`config.mk`:
```
export PLATFORM = sky130hd
export DESIGN_NAME = flash_clear_ctrl
export DESIGN_NICKNAME = d
export VERILOG_FILES = /design/src/flash_clear_pkg.sv /design/src/spi_frame_if.sv /design/src/spi_frame_rx.sv /design/src/flash_clear_ctrl.sv
export SDC_FILE = /design/constraint.sdc
export NUM_CORES = 1
export LEC_CHECK = 0
export CORE_MARGIN = 2
export CORE_UTILIZATION = 25
export DETAILED_ROUTE_END_ITERATION = 7
export DONT_BUFFER_PORTS = 1
export SLEW_MARGIN = 15
export SYNTH_ARGS = -nofsm -noshare
export SYNTH_HDL_FRONTEND = slang
export SYNTH_HIERARCHICAL = 1
export SYNTH_SLANG_ARGS = --single-unit
```
`constraint.sdc`:
```
create_clock -name clk -period 5.1 [get_ports clk]
set_input_delay 1.275 -clock clk [delete_from_list [all_inputs] [get_ports clk]]
set_output_delay 1.275 -clock clk [all_outputs]
set_load 0.01 [all_outputs]
```
`src/flash_clear_pkg.sv`:
```
package flash_clear_pkg;

    // ----------------------------------------
    // Clock and timing
    // ----------------------------------------
    localparam int unsigned CLK_PERIOD_NS      = 10;
    localparam int unsigned PAGE_CLEAR_TIME_US = 10000;
    localparam int unsigned SMALL_CLEAR_TIME_US = 150000;
    localparam int unsigned BIG_CLEAR_TIME_US  = 1000000;
    localparam int unsigned ARRAY_CLEAR_TIME_US = 2000000;
    localparam int unsigned SLEEP_ENTRY_NS     = 3000;
    localparam int unsigned SLEEP_EXIT_NS      = 30000;
    localparam int unsigned PAGE_CLEAR_CYC  = PAGE_CLEAR_TIME_US * 1000 / CLK_PERIOD_NS;
    localparam int unsigned SMALL_CLEAR_CYC = SMALL_CLEAR_TIME_US * 1000 / CLK_PERIOD_NS;
    localparam int unsigned BIG_CLEAR_CYC   = BIG_CLEAR_TIME_US * 1000 / CLK_PERIOD_NS;
    localparam int unsigned ARRAY_CLEAR_CYC = ARRAY_CLEAR_TIME_US * 1000 / CLK_PERIOD_NS;
    localparam int unsigned SLEEP_ENTRY_CYC = (SLEEP_ENTRY_NS + CLK_PERIOD_NS - 1) / CLK_PERIOD_NS;
    localparam int unsigned SLEEP_EXIT_CYC  = (SLEEP_EXIT_NS + CLK_PERIOD_NS - 1) / CLK_PERIOD_NS;

    // ----------------------------------------
    // Command codes
    // ----------------------------------------
    localparam logic [7:0] OP_WRITE_UNLOCK = 8'h06;
    localparam logic [7:0] OP_PAGE_CLEAR   = 8'hDB;
    localparam logic [7:0] OP_SMALL_CLEAR  = 8'h20;
    localparam logic [7:0] OP_BIG_CLEAR    = 8'hD8;
    localparam logic [7:0] OP_ARRAY_CLEAR  = 8'hC7;
    localparam logic [7:0] OP_SLEEP_ENTER  = 8'hB9;
    localparam logic [7:0] OP_SLEEP_EXIT   = 8'hAB;

    // ----------------------------------------
    // Frame and address layout
    // ----------------------------------------
    localparam int unsigned ADDR_W      = 24;
    localparam int unsigned CNT_W       = 6;
    localparam logic [5:0]  OPCODE_BITS = 6'h08;
    localparam logic [5:0]  ADDR_FRAME_BITS = 6'h20;
    localparam int unsigned PAGE_SHIFT  = 8;
    localparam int unsigned SMALL_SHIFT = 12;
    localparam int unsigned BIG_SHIFT   = 16;
    localparam int unsigned MEM_ADDR_BITS_2M = 18;
    localparam logic [7:0]  ERASED_BYTE = 8'hFF;

    typedef enum logic [1:0] {
        CK_PAGE  = 2'h0,
        CK_SMALL = 2'h1,
        CK_BIG   = 2'h2,
        CK_ARRAY = 2'h3
    } clear_kind_t;

    typedef enum logic [2:0] {
        ST_IDLE  = 3'h0,
        ST_ENTER = 3'h1,
        ST_SLEEP = 3'h3,
        ST_EXIT  = 3'h2,
        ST_CLEAR = 3'h6
    } dev_state_t;

endpackage : flash_clear_pkg

```
`src/spi_frame_if.sv`:
```
`timescale 1ns/100ps
`default_nettype none
interface spi_frame_if;
    logic        frame_end;
    logic [5:0]  bits;
    logic [7:0]  opcode;
    logic [23:0] addr;
    logic        selected;

    modport rx   (output frame_end, output bits, output opcode, output addr, output selected);
    modport core (input frame_end, input bits, input opcode, input addr, input selected);
endinterface : spi_frame_if
`default_nettype wire

```
`src/spi_frame_rx.sv`:
```
`timescale 1ns/100ps
`default_nettype none
module spi_frame_rx
(
    // Clock and reset
    input  wire logic clk,
    input  wire logic rst,
    // Serial pins
    input  wire logic sclk,
    input  wire logic cs_n,
    input  wire logic mosi,
    // Frame summary
    spi_frame_if.rx   fr
);
    import flash_clear_pkg::*;

    logic [2:0]  sclk_sync_ff;
    logic [2:0]  cs_sync_ff;
    logic [1:0]  mosi_sync_ff;
    logic [5:0]  bits_ff;
    logic [31:0] shift_ff;
    logic [7:0]  opcode_ff;
    logic        frame_end_ff;
    logic [5:0]  end_bits_ff;
    logic [23:0] end_addr_ff;
    logic        sclk_rise;
    logic        cs_rise;

    // ----------------------------------------
    // Pin synchronisers
    // ----------------------------------------
    always_ff @(posedge clk)
    begin
        if (rst)
        begin
            sclk_sync_ff <= 3'h0;
            cs_sync_ff   <= 3'h7;
            mosi_sync_ff <= 2'h0;
        end
        else
        begin
            sclk_sync_ff <= {sclk_sync_ff[1:0], sclk};
            cs_sync_ff   <= {cs_sync_ff[1:0], cs_n};
            mosi_sync_ff <= {mosi_sync_ff[0], mosi};
        end
    end

    // Edges seen on stages two and three only
    assign sclk_rise = sclk_sync_ff[1] & ~sclk_sync_ff[2] & ~cs_sync_ff[1];
    assign cs_rise   = cs_sync_ff[1] & ~cs_sync_ff[2];

    // ----------------------------------------
    // Bit shifting, MSB first on rising clock
    // ----------------------------------------
    always_ff @(posedge clk)
    begin
        if (rst || cs_sync_ff[1])
        begin
            bits_ff  <= 6'h00;
        end
        else if (sclk_rise)
        begin
            bits_ff  <= (bits_ff == 6'h3F) ? bits_ff : bits_ff + 6'h01; // RQ25
        end
    end

    always_ff @(posedge clk)
    begin
        if (rst)
        begin
            shift_ff  <= 32'h0;
            opcode_ff <= 8'h00;
        end
        else if (sclk_rise)
        begin
            shift_ff <= {shift_ff[30:0], mosi_sync_ff[1]}; // RQ25
            if (bits_ff == OPCODE_BITS - 6'h01)
            begin
                opcode_ff <= {shift_ff[6:0], mosi_sync_ff[1]};
            end
        end
    end

    // Frame summary frozen at deselect so the core sees a stable count
    always_ff @(posedge clk)
    begin
        if (rst)
        begin
            frame_end_ff <= 1'b0;
            end_bits_ff  <= 6'h00;
            end_addr_ff  <= 24'h000000;
        end
        else
        begin
            frame_end_ff <= cs_rise;
            if (cs_rise)
            begin
                end_bits_ff <= bits_ff;
                end_addr_ff <= shift_ff[23:0];
            end
        end
    end

    assign fr.frame_end = frame_end_ff;
    assign fr.bits      = end_bits_ff;
    assign fr.opcode    = opcode_ff;
    assign fr.addr      = end_addr_ff;
    assign fr.selected  = ~cs_sync_ff[1];

endmodule : spi_frame_rx
`default_nettype wire

```
`src/flash_clear_ctrl.sv`:
```
// Overview of operation
// [RQ1] Page clear fills addressed page with ones
// [RQ2] Clears need write unlock latch set first
// [RQ3] Master sends opcode then three address bytes
// [RQ4] Low address bits inside region are ignored
// [RQ5] Master keeps select low whole command
// [RQ6] Addressed clear needs exactly 32 bits
// [RQ7] Valid clear starts timed cycle per kind
// [RQ8] Busy flag high during cycle, then low
// [RQ9] Unlock latch drops during the clear cycle
// [RQ10] Page clear refused in hardware protected area
// [RQ11] Small block refused if any page protected
// [RQ12] Big block refused if hardware protected page
// [RQ13] Commands rejected while any cycle runs
// [RQ14] Upper address bits beyond memory size ignored
// [RQ15] Array clear is opcode only, 8 bits
// [RQ16] Array clear refused if anything protected
// [RQ17] Reset pin low aborts the running cycle
// [RQ18] Deselect gives standby only when idle
// [RQ19] Sleep entry opcode only, then delayed entry
// [RQ20] Sleep ignores all but sleep exit
// [RQ21] Power-up always lands in standby
// [RQ22] Sleep exit with extra clocks is rejected
// [RQ23] Standby returns after sleep exit delay
// [RQ24] Power-up clears busy and unlock latch
// [RQ25] Bytes shift MSB first on rising clock
`timescale 1ns/100ps
`default_nettype none
module flash_clear_ctrl
#(
    parameter int unsigned MEM_ADDR_BITS   = flash_clear_pkg::MEM_ADDR_BITS_2M,
    parameter int unsigned PAGE_CLEAR_CYC  = flash_clear_pkg::PAGE_CLEAR_CYC,
    parameter int unsigned SMALL_CLEAR_CYC = flash_clear_pkg::SMALL_CLEAR_CYC,
    parameter int unsigned BIG_CLEAR_CYC   = flash_clear_pkg::BIG_CLEAR_CYC,
    parameter int unsigned ARRAY_CLEAR_CYC = flash_clear_pkg::ARRAY_CLEAR_CYC,
    parameter int unsigned SLEEP_ENTRY_CYC = flash_clear_pkg::SLEEP_ENTRY_CYC,
    parameter int unsigned SLEEP_EXIT_CYC  = flash_clear_pkg::SLEEP_EXIT_CYC,
    parameter int unsigned SECTORS         = 1 << (MEM_ADDR_BITS - flash_clear_pkg::BIG_SHIFT)
)
(
    // Clock and reset
    input  wire logic                         clk,
    input  wire logic                         rst,
    // Serial link pins and reset pin
    input  wire logic                         sclk,
    input  wire logic                         cs_n,
    input  wire logic                         mosi,
    input  wire logic                         reset_pin_n,
    // Protection and other cycles
    input  wire logic [1:0]                   hw_prot_level,
    input  wire logic [SECTORS-1:0]           sw_lock,
    input  wire logic                         write_cycle_active,
    // Status
    output logic                              busy_flag,
    output logic                              write_unlock_latch,
    output logic                              sleep_mode,
    output logic                              standby,
    // Clear request, all four kinds
    output logic                              clear_go,
    output flash_clear_pkg::clear_kind_t      clear_kind,
    output logic [flash_clear_pkg::ADDR_W-1:0] clear_base,
    output logic [7:0]                        clear_fill,
    output logic                              clear_done,
    output logic                              clear_abort
);
    import flash_clear_pkg::*;

    spi_frame_if fr ();

    logic [1:0]        rpin_sync_ff;
    logic              reset_low;
    dev_state_t        state_ff;
    dev_state_t        nxt_state;
    logic [31:0]       timer_ff;
    logic [31:0]       nxt_timer;
    logic              busy_flag_ff;
    logic              unlock_latch_ff;
    logic              sleep_mode_ff;
    logic              standby_ff;
    logic              clear_go_ff;
    clear_kind_t       clear_kind_ff;
    logic [ADDR_W-1:0] clear_base_ff;
    logic              clear_done_ff;
    logic              clear_abort_ff;
    logic              accept_clear;
    logic              accept_unlock;
    clear_kind_t       nxt_kind;
    logic [ADDR_W-1:0] nxt_base;
    logic [31:0]       nxt_len;

    spi_frame_rx u_rx
    (
        .clk  (clk),
        .rst  (rst),
        .sclk (sclk),
        .cs_n (cs_n),
        .mosi (mosi),
        .fr   (fr)
    );

    // ----------------------------------------
    // Helpers
    // ----------------------------------------
    function automatic logic is_cmd(input logic [7:0] op, input logic [5:0] nbits);
        is_cmd = fr.frame_end && (fr.opcode == op) && (fr.bits == nbits);
    endfunction : is_cmd

    // Region base: drop bits above the array and below the region size
    function automatic logic [ADDR_W-1:0] region_base(input logic [ADDR_W-1:0] a,
                                                      input int unsigned sh);
        logic [ADDR_W-1:0] keep;
        keep = ADDR_W'((25'h1 << MEM_ADDR_BITS) - 25'h1); // RQ14
        region_base = (a & keep) & ~ADDR_W'((25'h1 << sh) - 25'h1); // RQ4
    endfunction : region_base

    // Hardware area is the top 1/4, 1/2 or all of the array
    function automatic logic hw_hit(input logic [ADDR_W-1:0] base, input int unsigned sh);
        logic [24:0] mem;
        logic [24:0] start;
        logic [24:0] last;
        mem    = 25'h1 << MEM_ADDR_BITS;
        start  = mem - (mem >> (2'h3 - hw_prot_level));
        last   = {1'b0, base} | ((25'h1 << sh) - 25'h1);
        hw_hit = (hw_prot_level != 2'h0) && (last >= start);
    endfunction : hw_hit

    function automatic logic sw_hit(input logic [ADDR_W-1:0] base);
        int unsigned idx;
        idx    = int'(base >> BIG_SHIFT);
        sw_hit = (idx < SECTORS) ? sw_lock[idx] : 1'b0;
    endfunction : sw_hit

    // ----------------------------------------
    // Reset pin synchroniser
    // ----------------------------------------
    always_ff @(posedge clk)
    begin
        if (rst)
        begin
            rpin_sync_ff <= 2'h3;
        end
        else
        begin
            rpin_sync_ff <= {rpin_sync_ff[0], reset_pin_n};
        end
    end

    assign reset_low = ~rpin_sync_ff[1];

    // ----------------------------------------
    // Command decode
    // ----------------------------------------
    // Only an idle device takes commands; any cycle here or elsewhere blocks them
    always_comb
    begin
        accept_clear  = 1'b0;
        nxt_kind      = CK_PAGE;
        nxt_base      = region_base(fr.addr, PAGE_SHIFT);
        nxt_len       = PAGE_CLEAR_CYC;
        accept_unlock = (state_ff == ST_IDLE) && !write_cycle_active
                        && is_cmd(OP_WRITE_UNLOCK, OPCODE_BITS);
        if ((state_ff == ST_IDLE) && !write_cycle_active && unlock_latch_ff) // RQ13 RQ2
        begin
            if (is_cmd(OP_PAGE_CLEAR, ADDR_FRAME_BITS)) // RQ6
            begin
                accept_clear = !hw_hit(nxt_base, PAGE_SHIFT); // RQ10
            end
            else if (is_cmd(OP_SMALL_CLEAR, ADDR_FRAME_BITS))
            begin
                nxt_kind     = CK_SMALL;
                nxt_base     = region_base(fr.addr, SMALL_SHIFT);
                nxt_len      = SMALL_CLEAR_CYC;
                accept_clear = !hw_hit(nxt_base, SMALL_SHIFT) && !sw_hit(nxt_base); // RQ11
            end
            else if (is_cmd(OP_BIG_CLEAR, ADDR_FRAME_BITS))
            begin
                nxt_kind     = CK_BIG;
                nxt_base     = region_base(fr.addr, BIG_SHIFT);
                nxt_len      = BIG_CLEAR_CYC;
                accept_clear = !hw_hit(nxt_base, BIG_SHIFT); // RQ12
            end
            else if (is_cmd(OP_ARRAY_CLEAR, OPCODE_BITS)) // RQ15
            begin
                nxt_kind     = CK_ARRAY;
                nxt_base     = {ADDR_W{1'b0}};
                nxt_len      = ARRAY_CLEAR_CYC;
                accept_clear = (hw_prot_level == 2'h0) && (sw_lock == '0); // RQ16
            end
        end
    end

    // ----------------------------------------
    // Mode state machine
    // ----------------------------------------
    always_comb
    begin
        nxt_state = state_ff;
        nxt_timer = (timer_ff != 32'h0) ? timer_ff - 32'h1 : 32'h0;
        case (state_ff)
            ST_IDLE:
            begin
                if (accept_clear)
                begin
                    nxt_state = ST_CLEAR; // RQ7
                    nxt_timer = nxt_len;
                end
                else if (!write_cycle_active && is_cmd(OP_SLEEP_ENTER, OPCODE_BITS)) // RQ19
                begin
                    nxt_state = ST_ENTER;
                    nxt_timer = SLEEP_ENTRY_CYC;
                end
            end
            ST_ENTER:
            begin
                if (timer_ff <= 32'h1)
                begin
                    nxt_state = ST_SLEEP; // RQ19
                end
            end
            ST_SLEEP:
            begin
                // Frames with stray clocks after the opcode count more than 8 bits
                if (is_cmd(OP_SLEEP_EXIT, OPCODE_BITS)) // RQ20 RQ22
                begin
                    nxt_state = ST_EXIT;
                    nxt_timer = SLEEP_EXIT_CYC;
                end
            end
            ST_EXIT:
            begin
                if (timer_ff <= 32'h1)
                begin
                    nxt_state = ST_IDLE; // RQ23
                end
            end
            ST_CLEAR:
            begin
                if (timer_ff <= 32'h1)
                begin
                    nxt_state = ST_IDLE; // RQ8
                end
            end
            default:
            begin
                nxt_state = ST_IDLE;
                nxt_timer = 32'h0;
            end
        endcase
    end

    always_ff @(posedge clk)
    begin
        if (rst || reset_low) // RQ17 RQ21
        begin
            state_ff <= ST_IDLE;
            timer_ff <= 32'h0;
        end
        else
        begin
            state_ff <= nxt_state;
            timer_ff <= nxt_timer;
        end
    end

    // ----------------------------------------
    // Write unlock latch
    // ----------------------------------------
    // Dropped on the first cycle of a clear; set only when idle, so no clash
    always_ff @(posedge clk)
    begin
        if (rst || reset_low) // RQ24
        begin
            unlock_latch_ff <= 1'b0;
        end
        else if (accept_unlock)
        begin
            unlock_latch_ff <= 1'b1; // RQ2
        end
        else if (state_ff == ST_CLEAR)
        begin
            unlock_latch_ff <= 1'b0; // RQ9
        end
    end

    // ----------------------------------------
    // Status and clear request outputs
    // ----------------------------------------
    always_ff @(posedge clk)
    begin
        if (rst) // RQ24 RQ21
        begin
            busy_flag_ff   <= 1'b0;
            sleep_mode_ff  <= 1'b0;
            standby_ff     <= 1'b1;
            clear_done_ff  <= 1'b0;
            clear_abort_ff <= 1'b0;
        end
        else
        begin
            busy_flag_ff   <= !reset_low && (nxt_state == ST_CLEAR); // RQ8
            sleep_mode_ff  <= !reset_low && (nxt_state == ST_SLEEP);
            standby_ff     <= (reset_low || nxt_state == ST_IDLE) && !fr.selected; // RQ18
            clear_done_ff  <= !reset_low && (state_ff == ST_CLEAR) && (nxt_state == ST_IDLE);
            clear_abort_ff <= reset_low && (state_ff == ST_CLEAR); // RQ17
        end
    end

    always_ff @(posedge clk)
    begin
        if (rst)
        begin
            clear_go_ff   <= 1'b0;
            clear_kind_ff <= CK_PAGE;
            clear_base_ff <= {ADDR_W{1'b0}};
        end
        else
        begin
            clear_go_ff <= accept_clear && !reset_low;
            if (accept_clear)
            begin
                clear_kind_ff <= nxt_kind;
                clear_base_ff <= nxt_base; // RQ1
            end
        end
    end

    assign busy_flag          = busy_flag_ff;
    assign write_unlock_latch = unlock_latch_ff;
    assign sleep_mode         = sleep_mode_ff;
    assign standby            = standby_ff;
    assign clear_go           = clear_go_ff;
    assign clear_kind         = clear_kind_ff;
    assign clear_base         = clear_base_ff;
    assign clear_fill         = ERASED_BYTE; // RQ1
    assign clear_done         = clear_done_ff;
    assign clear_abort        = clear_abort_ff;
endmodule : flash_clear_ctrl
`default_nettype wire

```
### Yosys cells after proc, flatten, opt, wreduce, memory -nomap -nowiden

Index checks and enable logic that the tools add are counted.

| operators by class | value |
|---|---|
| add/sub/neg operators | 4 |
| order comparisons | 6 |
| equality and inequality tests | 17 |
| shifts and indexed selects | 1 |
| mux-type cells | 36 |
| bitwise operators | 8 |
| reductions and logical operators | 49 |

Operators by type and width:

| operator | number |
|---|---|
| two-way mux 32 bit | 5 |
| two-way mux 28 bit | 4 |
| case mux 32 bit (3 select lines) | 1 |
| two-way mux 18 bit | 5 |
| greater-or-equal comparator 18 x 25 -> 1 bit | 3 |
| equality test 8 bit, second input constant | 5 |
| <= comparator 32 x 1 -> 1 bit, second input constant | 1 |
| nonzero test 32 bit | 1 |
| subtractor 32 x 1 -> 32 bit, second input constant | 1 |
| logical AND 1 bit | 30 |
| right shift 19 x 2 -> 25 bit, first input constant | 1 |
| subtractor 19 x 25 -> 25 bit, first input constant | 1 |
| two-way mux 3 bit | 5 |
| equality test 6 bit, second input constant | 2 |
| case mux 3 bit (4 select lines) | 1 |
| two-way mux 2 bit | 5 |
| equality test 3 x 2 -> 1 bit, second input constant | 3 |
| two-way mux 1 bit | 9 |
| equality test 8 x 3 -> 1 bit, second input constant | 1 |
| equality test 8 x 6 -> 1 bit, second input constant | 1 |
| adder 6 x 1 -> 6 bit, second input constant | 1 |
| equality test 3 bit, second input constant | 2 |
| equality test 6 x 3 -> 1 bit, second input constant | 1 |
| equality test 6 x 4 -> 1 bit, second input constant | 1 |
| 15 further kinds | 31 |

| storage, ports and cells | value |
|---|---|
| bits in registers | 135 |
| input port bits | 13 |
| output and inout port bits | 41 |
| word-level logic and storage cells | 142 |

### Logic depth before layout (Yosys ltp)

| logic depth | value |
|---|---|
| depth after elaboration | 15 |
| depth in mapped cells | 9 |
| gate-level depth less buffers | 8 |

### By module

The synthesis kept the hierarchy.

By module, submodules not included:

| module | times used | cells an instance | area an instance (um2) | sequential area each (um2) |
|---|---|---|---|---|
| flash_clear_ctrl | 1 | 419 | 3405.8 | 1121.1 |
| spi_frame_rx | 1 | 331 | 2760.1 | 1541.5 |

### Worst setup path after synthesis

No wires, ideal clock.

| timing | value |
|---|---|
| path kind | input to register |
| from | input port hw_prot_level[1] |
| to | register timer_ff[9] |
| setup time | 0.117 ns |
| arrival time | 3.079 ns |
| required time | 4.983 ns |
| path slack | 1.903 ns |
| stages | 8 |
| buffers on the path | 0 |
| path through | or2_2 > ha_1 > o21ai_0 > a21oi_1 > or4b_1 > a32oi_1 > nand2_1 > a32o_1 |

| on the way | value |
|---|---|
| word-level cells in the longest chain between the ends | 12 |
| elaborated cells on any way between the ends | 23 |
| classes of those cells | add/sub: 2; order compare: 3; shift: 1; mux: 7; reduce/logical: 10 |

Ends and longest elaborated chain:

| item | line | text |
|---|---|---|
| start: declaration | flash_clear_ctrl.sv:50 | `input wire logic [1:0] hw_prot_level,` |
| subtractor 2 bit | flash_clear_ctrl.sv:122 | `start = mem - (mem >> (2'h3 - hw_prot_level));` |
| right shift 19 x 2 -> 25 bit | flash_clear_ctrl.sv:122 |  |
| subtractor 19 x 25 -> 25 bit | flash_clear_ctrl.sv:122 |  |
| greater-or-equal comparator 18 x 25 -> 1 bit | flash_clear_ctrl.sv:124 | `hw_hit = (hw_prot_level != 2'h0) && (last >= start);` |
| logical AND 1 bit | flash_clear_ctrl.sv:124 |  |
| logical NOT 1 bit, on equally long branches | flash_clear_ctrl.sv:180, flash_clear_ctrl.sv:173 |  |
| two-way mux 1 bit or logical AND 1 bit (tied branches) | flash_clear_ctrl.sv:175, flash_clear_ctrl.sv:173 |  |
| two-way mux 1 bit | flash_clear_ctrl.sv:168 | `else if (is_cmd(OP_SMALL_CLEAR, ADDR_FRAME_BITS))` |
| two-way mux 1 bit * | flash_clear_ctrl.sv:164 | `if (is_cmd(OP_PAGE_CLEAR, ADDR_FRAME_BITS))` |
| two-way mux 1 bit * | flash_clear_ctrl.sv:162 | `if ((state_ff == ST_IDLE) && !write_cycle_active && unlock_latch_ff)` |
| two-way mux 32 bit * | flash_clear_ctrl.sv:202 | `if (accept_clear)` |
| case mux 32 bit (3 select lines) * | flash_clear_ctrl.sv:199 | `case (state_ff)` |
| end signal: assignment | flash_clear_ctrl.sv:261 | `timer_ff <= nxt_timer;` |
| end: declaration | flash_clear_ctrl.sv:74 | `logic [31:0] timer_ff;` |

Every way passes the cells marked *; elsewhere a longest branch is shown, timed or not.
A chain may end at the register's enable or synchronous reset.

### Final worst setup path

| timing | value |
|---|---|
| from | register timer_ff[16] |
| to | register timer_ff[21] |

| on the way | value |
|---|---|
| word-level cells in the longest chain between the ends | 5 |
| elaborated cells on any way between the ends | 7 |
| classes of those cells | add/sub: 1; mux: 5; reduce/logical: 1 |

Ends and longest elaborated chain:

| item | line | text |
|---|---|---|
| subtractor 32 x 1 -> 32 bit or nonzero test 32 bit (tied branches) | flash_clear_ctrl.sv:198 | `nxt_timer = (timer_ff != 32'h0) ? timer_ff - 32'h1 : 32'h0;` |
| two-way mux 32 bit * | flash_clear_ctrl.sv:198 |  |
| two-way mux 32 bit | flash_clear_ctrl.sv:207 | `else if (!write_cycle_active && is_cmd(OP_SLEEP_ENTER, OPCODE_BITS))` |
| two-way mux 32 bit | flash_clear_ctrl.sv:202 |  |
| case mux 32 bit (3 select lines) * | flash_clear_ctrl.sv:199 |  |

Marks and branches as above.

==> metrics.txt <==
Hold Path Origin=u_rx/cs_sync_ff[0]; IO Pins=54; DRT Wirelength=13.4 mm; most frequent cells in the layout=dfxtp_1 (113), nand2_1 (107), a21oi_1 (70); Initial Util=0.254; Mapped Avg Cell Area=8.23 um2; Worst Path Max Fanout=16; First-pass DRT Iterations=5; via count=4588; clock tree buffer depth=2; clk_lat worst skew=0.43 ns; CTS sink cnt=113; status=finished, final reports clean; CTS buffer count=17; final setup fails=0; Ys Warns=6; vias in the first global route=4224; antenna diode count=0; FILL cells=2320; worst path required time=5.37 ns; row cnt=54; HPWL Detailed=9.27 mm; Slew @ Worst Pin=1.04 ns; PortBufs=0; area growth from synthesis to layout=12.6%; startpoint type of the worst setup path=flop; worst hold endpoint=u_rx/cs_sync_ff[1]; CTS clk-pin slew, worst paths=0.06 ns; final hold vios=0; FF-to-FF path depth=6; skew final=0.00811 ns; commonest non-fill, non-tap cell in the layout=dfxtp_1; Worst IR Drop VDD=0.234 mV; setup bufs post-CTS=0; Reg2Reg Setup Slack=1.58 ns; Cells on Worst Hold Path=1; Crit Path Class=flop to flop; min-delay worst type=flop to flop; initial antenna violation count=0; root buf cell=clkbuf_16; Leak Pwr=2.13 nW; layout cells sized above 1=0.0814; Max Fclk=284 MHz; FF-to-FF End=timer_ff[21]; WL per Instance=14.2 um; Synth Cell Area=5520 um2; Slew HR=0.308; vias per cell=4.87; residual DRC count=0; All-Layer GR Usage=0.117; Core Area=21800 um2; GP Congestion=0.842; final cycle utilization of the critical path=0.689; Reg2Reg Launch Point=timer_ff[16]; post-CTS sizing=0; Power Dens Cells=465 nW/um2; Critical Path AT=3.79 ns; H-tree Lvls=4; setup TNS=0 ns; hold buffer count at cts=0; synthesized instance count=670; RSZ-0062 raised after global routing=false; Post-layout nets=671; largest net degree at the start of global routing=71; Final Power=2.89 mW; CTS tree=yes; Core Util, Final=0.285; Die Area=23300 um2; MaxCap Viol Count=0; fin. max-slew vios=0; DR iter-0 viols=353; die height=153 um; first-pass GRT wire length=21.9 mm; remaining antenna violation count after routing=0; Chip Width=153 um; GRT overflow=0; CP Capture Type=flop; post-route minimum period=3.52 ns
critical path: stages (launching register included):
cell     delay, ns
dfxtp_1       0.35
or4_1         0.58
or4bb_1       0.60
nor4_4        0.73
nor3_1        0.25
a22oi_2       0.67
o22ai_1       0.18
per-layer routing:
metal / vias to the layer above / global-route usage / part of all wire
met2: 100 / 0.187 / 0.47
met5: - / 0 / 0
met4: 0 / 0.0476 / 0.022
li1: 2300 / - / -
met1: 2160 / 0.149 / 0.46
met3: 28 / 0.0347 / 0.044
worst max path at each step:
stage,from,endpoint,slack [ns],cells past startpoint
2_1_floorplan,hw_prot_level[1],timer_ff[9],1.90,8
3_3_place_gp,hw_prot_level[1],timer_ff[21],1.36,9
3_5_place_dp,hw_prot_level[1],timer_ff[23],1.36,9
4_1_cts,timer_ff[16],timer_ff[21],1.60,6
5_1_grt,timer_ff[16],timer_ff[22],1.41,6
6_report,timer_ff[16],timer_ff[21],1.58,6
cell type report:
type | count | area, um2 | share of cell area
sequential | 113 | 2260 | 0.364
multi-input combinational | 503 | 2930 | 0.472
inverter | 11 | 41.3 | 0.00665
timing repair buffer | 5 | 37.5 | 0.00604
clock inverter | 11 | 139 | 0.0224
clock buffer | 20 | 447 | 0.0719
tap | 280 | 350 | 0.0564
flip-flops by register name, indices dropped and copies added, names as in the netlist, 2 cells and up:
register           cells
u_rx/cs_sync_ff        3
u_rx/sclk_sync_ff      3
state_ff               3
u_rx/fr.addr          10
timer_ff              32
u_rx/bits_ff           6
clear_base            10
u_rx/fr.opcode         8
u_rx/fr.bits           6
u_rx/mosi_sync_ff      2
rpin_sync_ff           2
u_rx/shift_ff         18
clear_kind             2
stage by stage:
stage          instance area (um2)  hold WS [ns]  instances  setup WS (ns)
2_1_floorplan                 5590         0.389        690           1.90
3_3_place_gp                  5630         0.395        912           1.36
3_5_place_dp                  5630         0.400        912           1.36
4_1_cts                       6210         0.417        943           1.60
5_1_grt                       6210         0.441        943           1.41
6_report                      6210         0.411        943           1.58
report_power, final:
part           leakage, nW  internal, mW  total [mW]  switching, mW
Sequential           0.916         0.954        1.03         0.0715
Clock                0.285         0.772        1.19          0.416
Combinational        0.926         0.289       0.676          0.387
No activity file was read; power rests on OpenSTA's default activity.
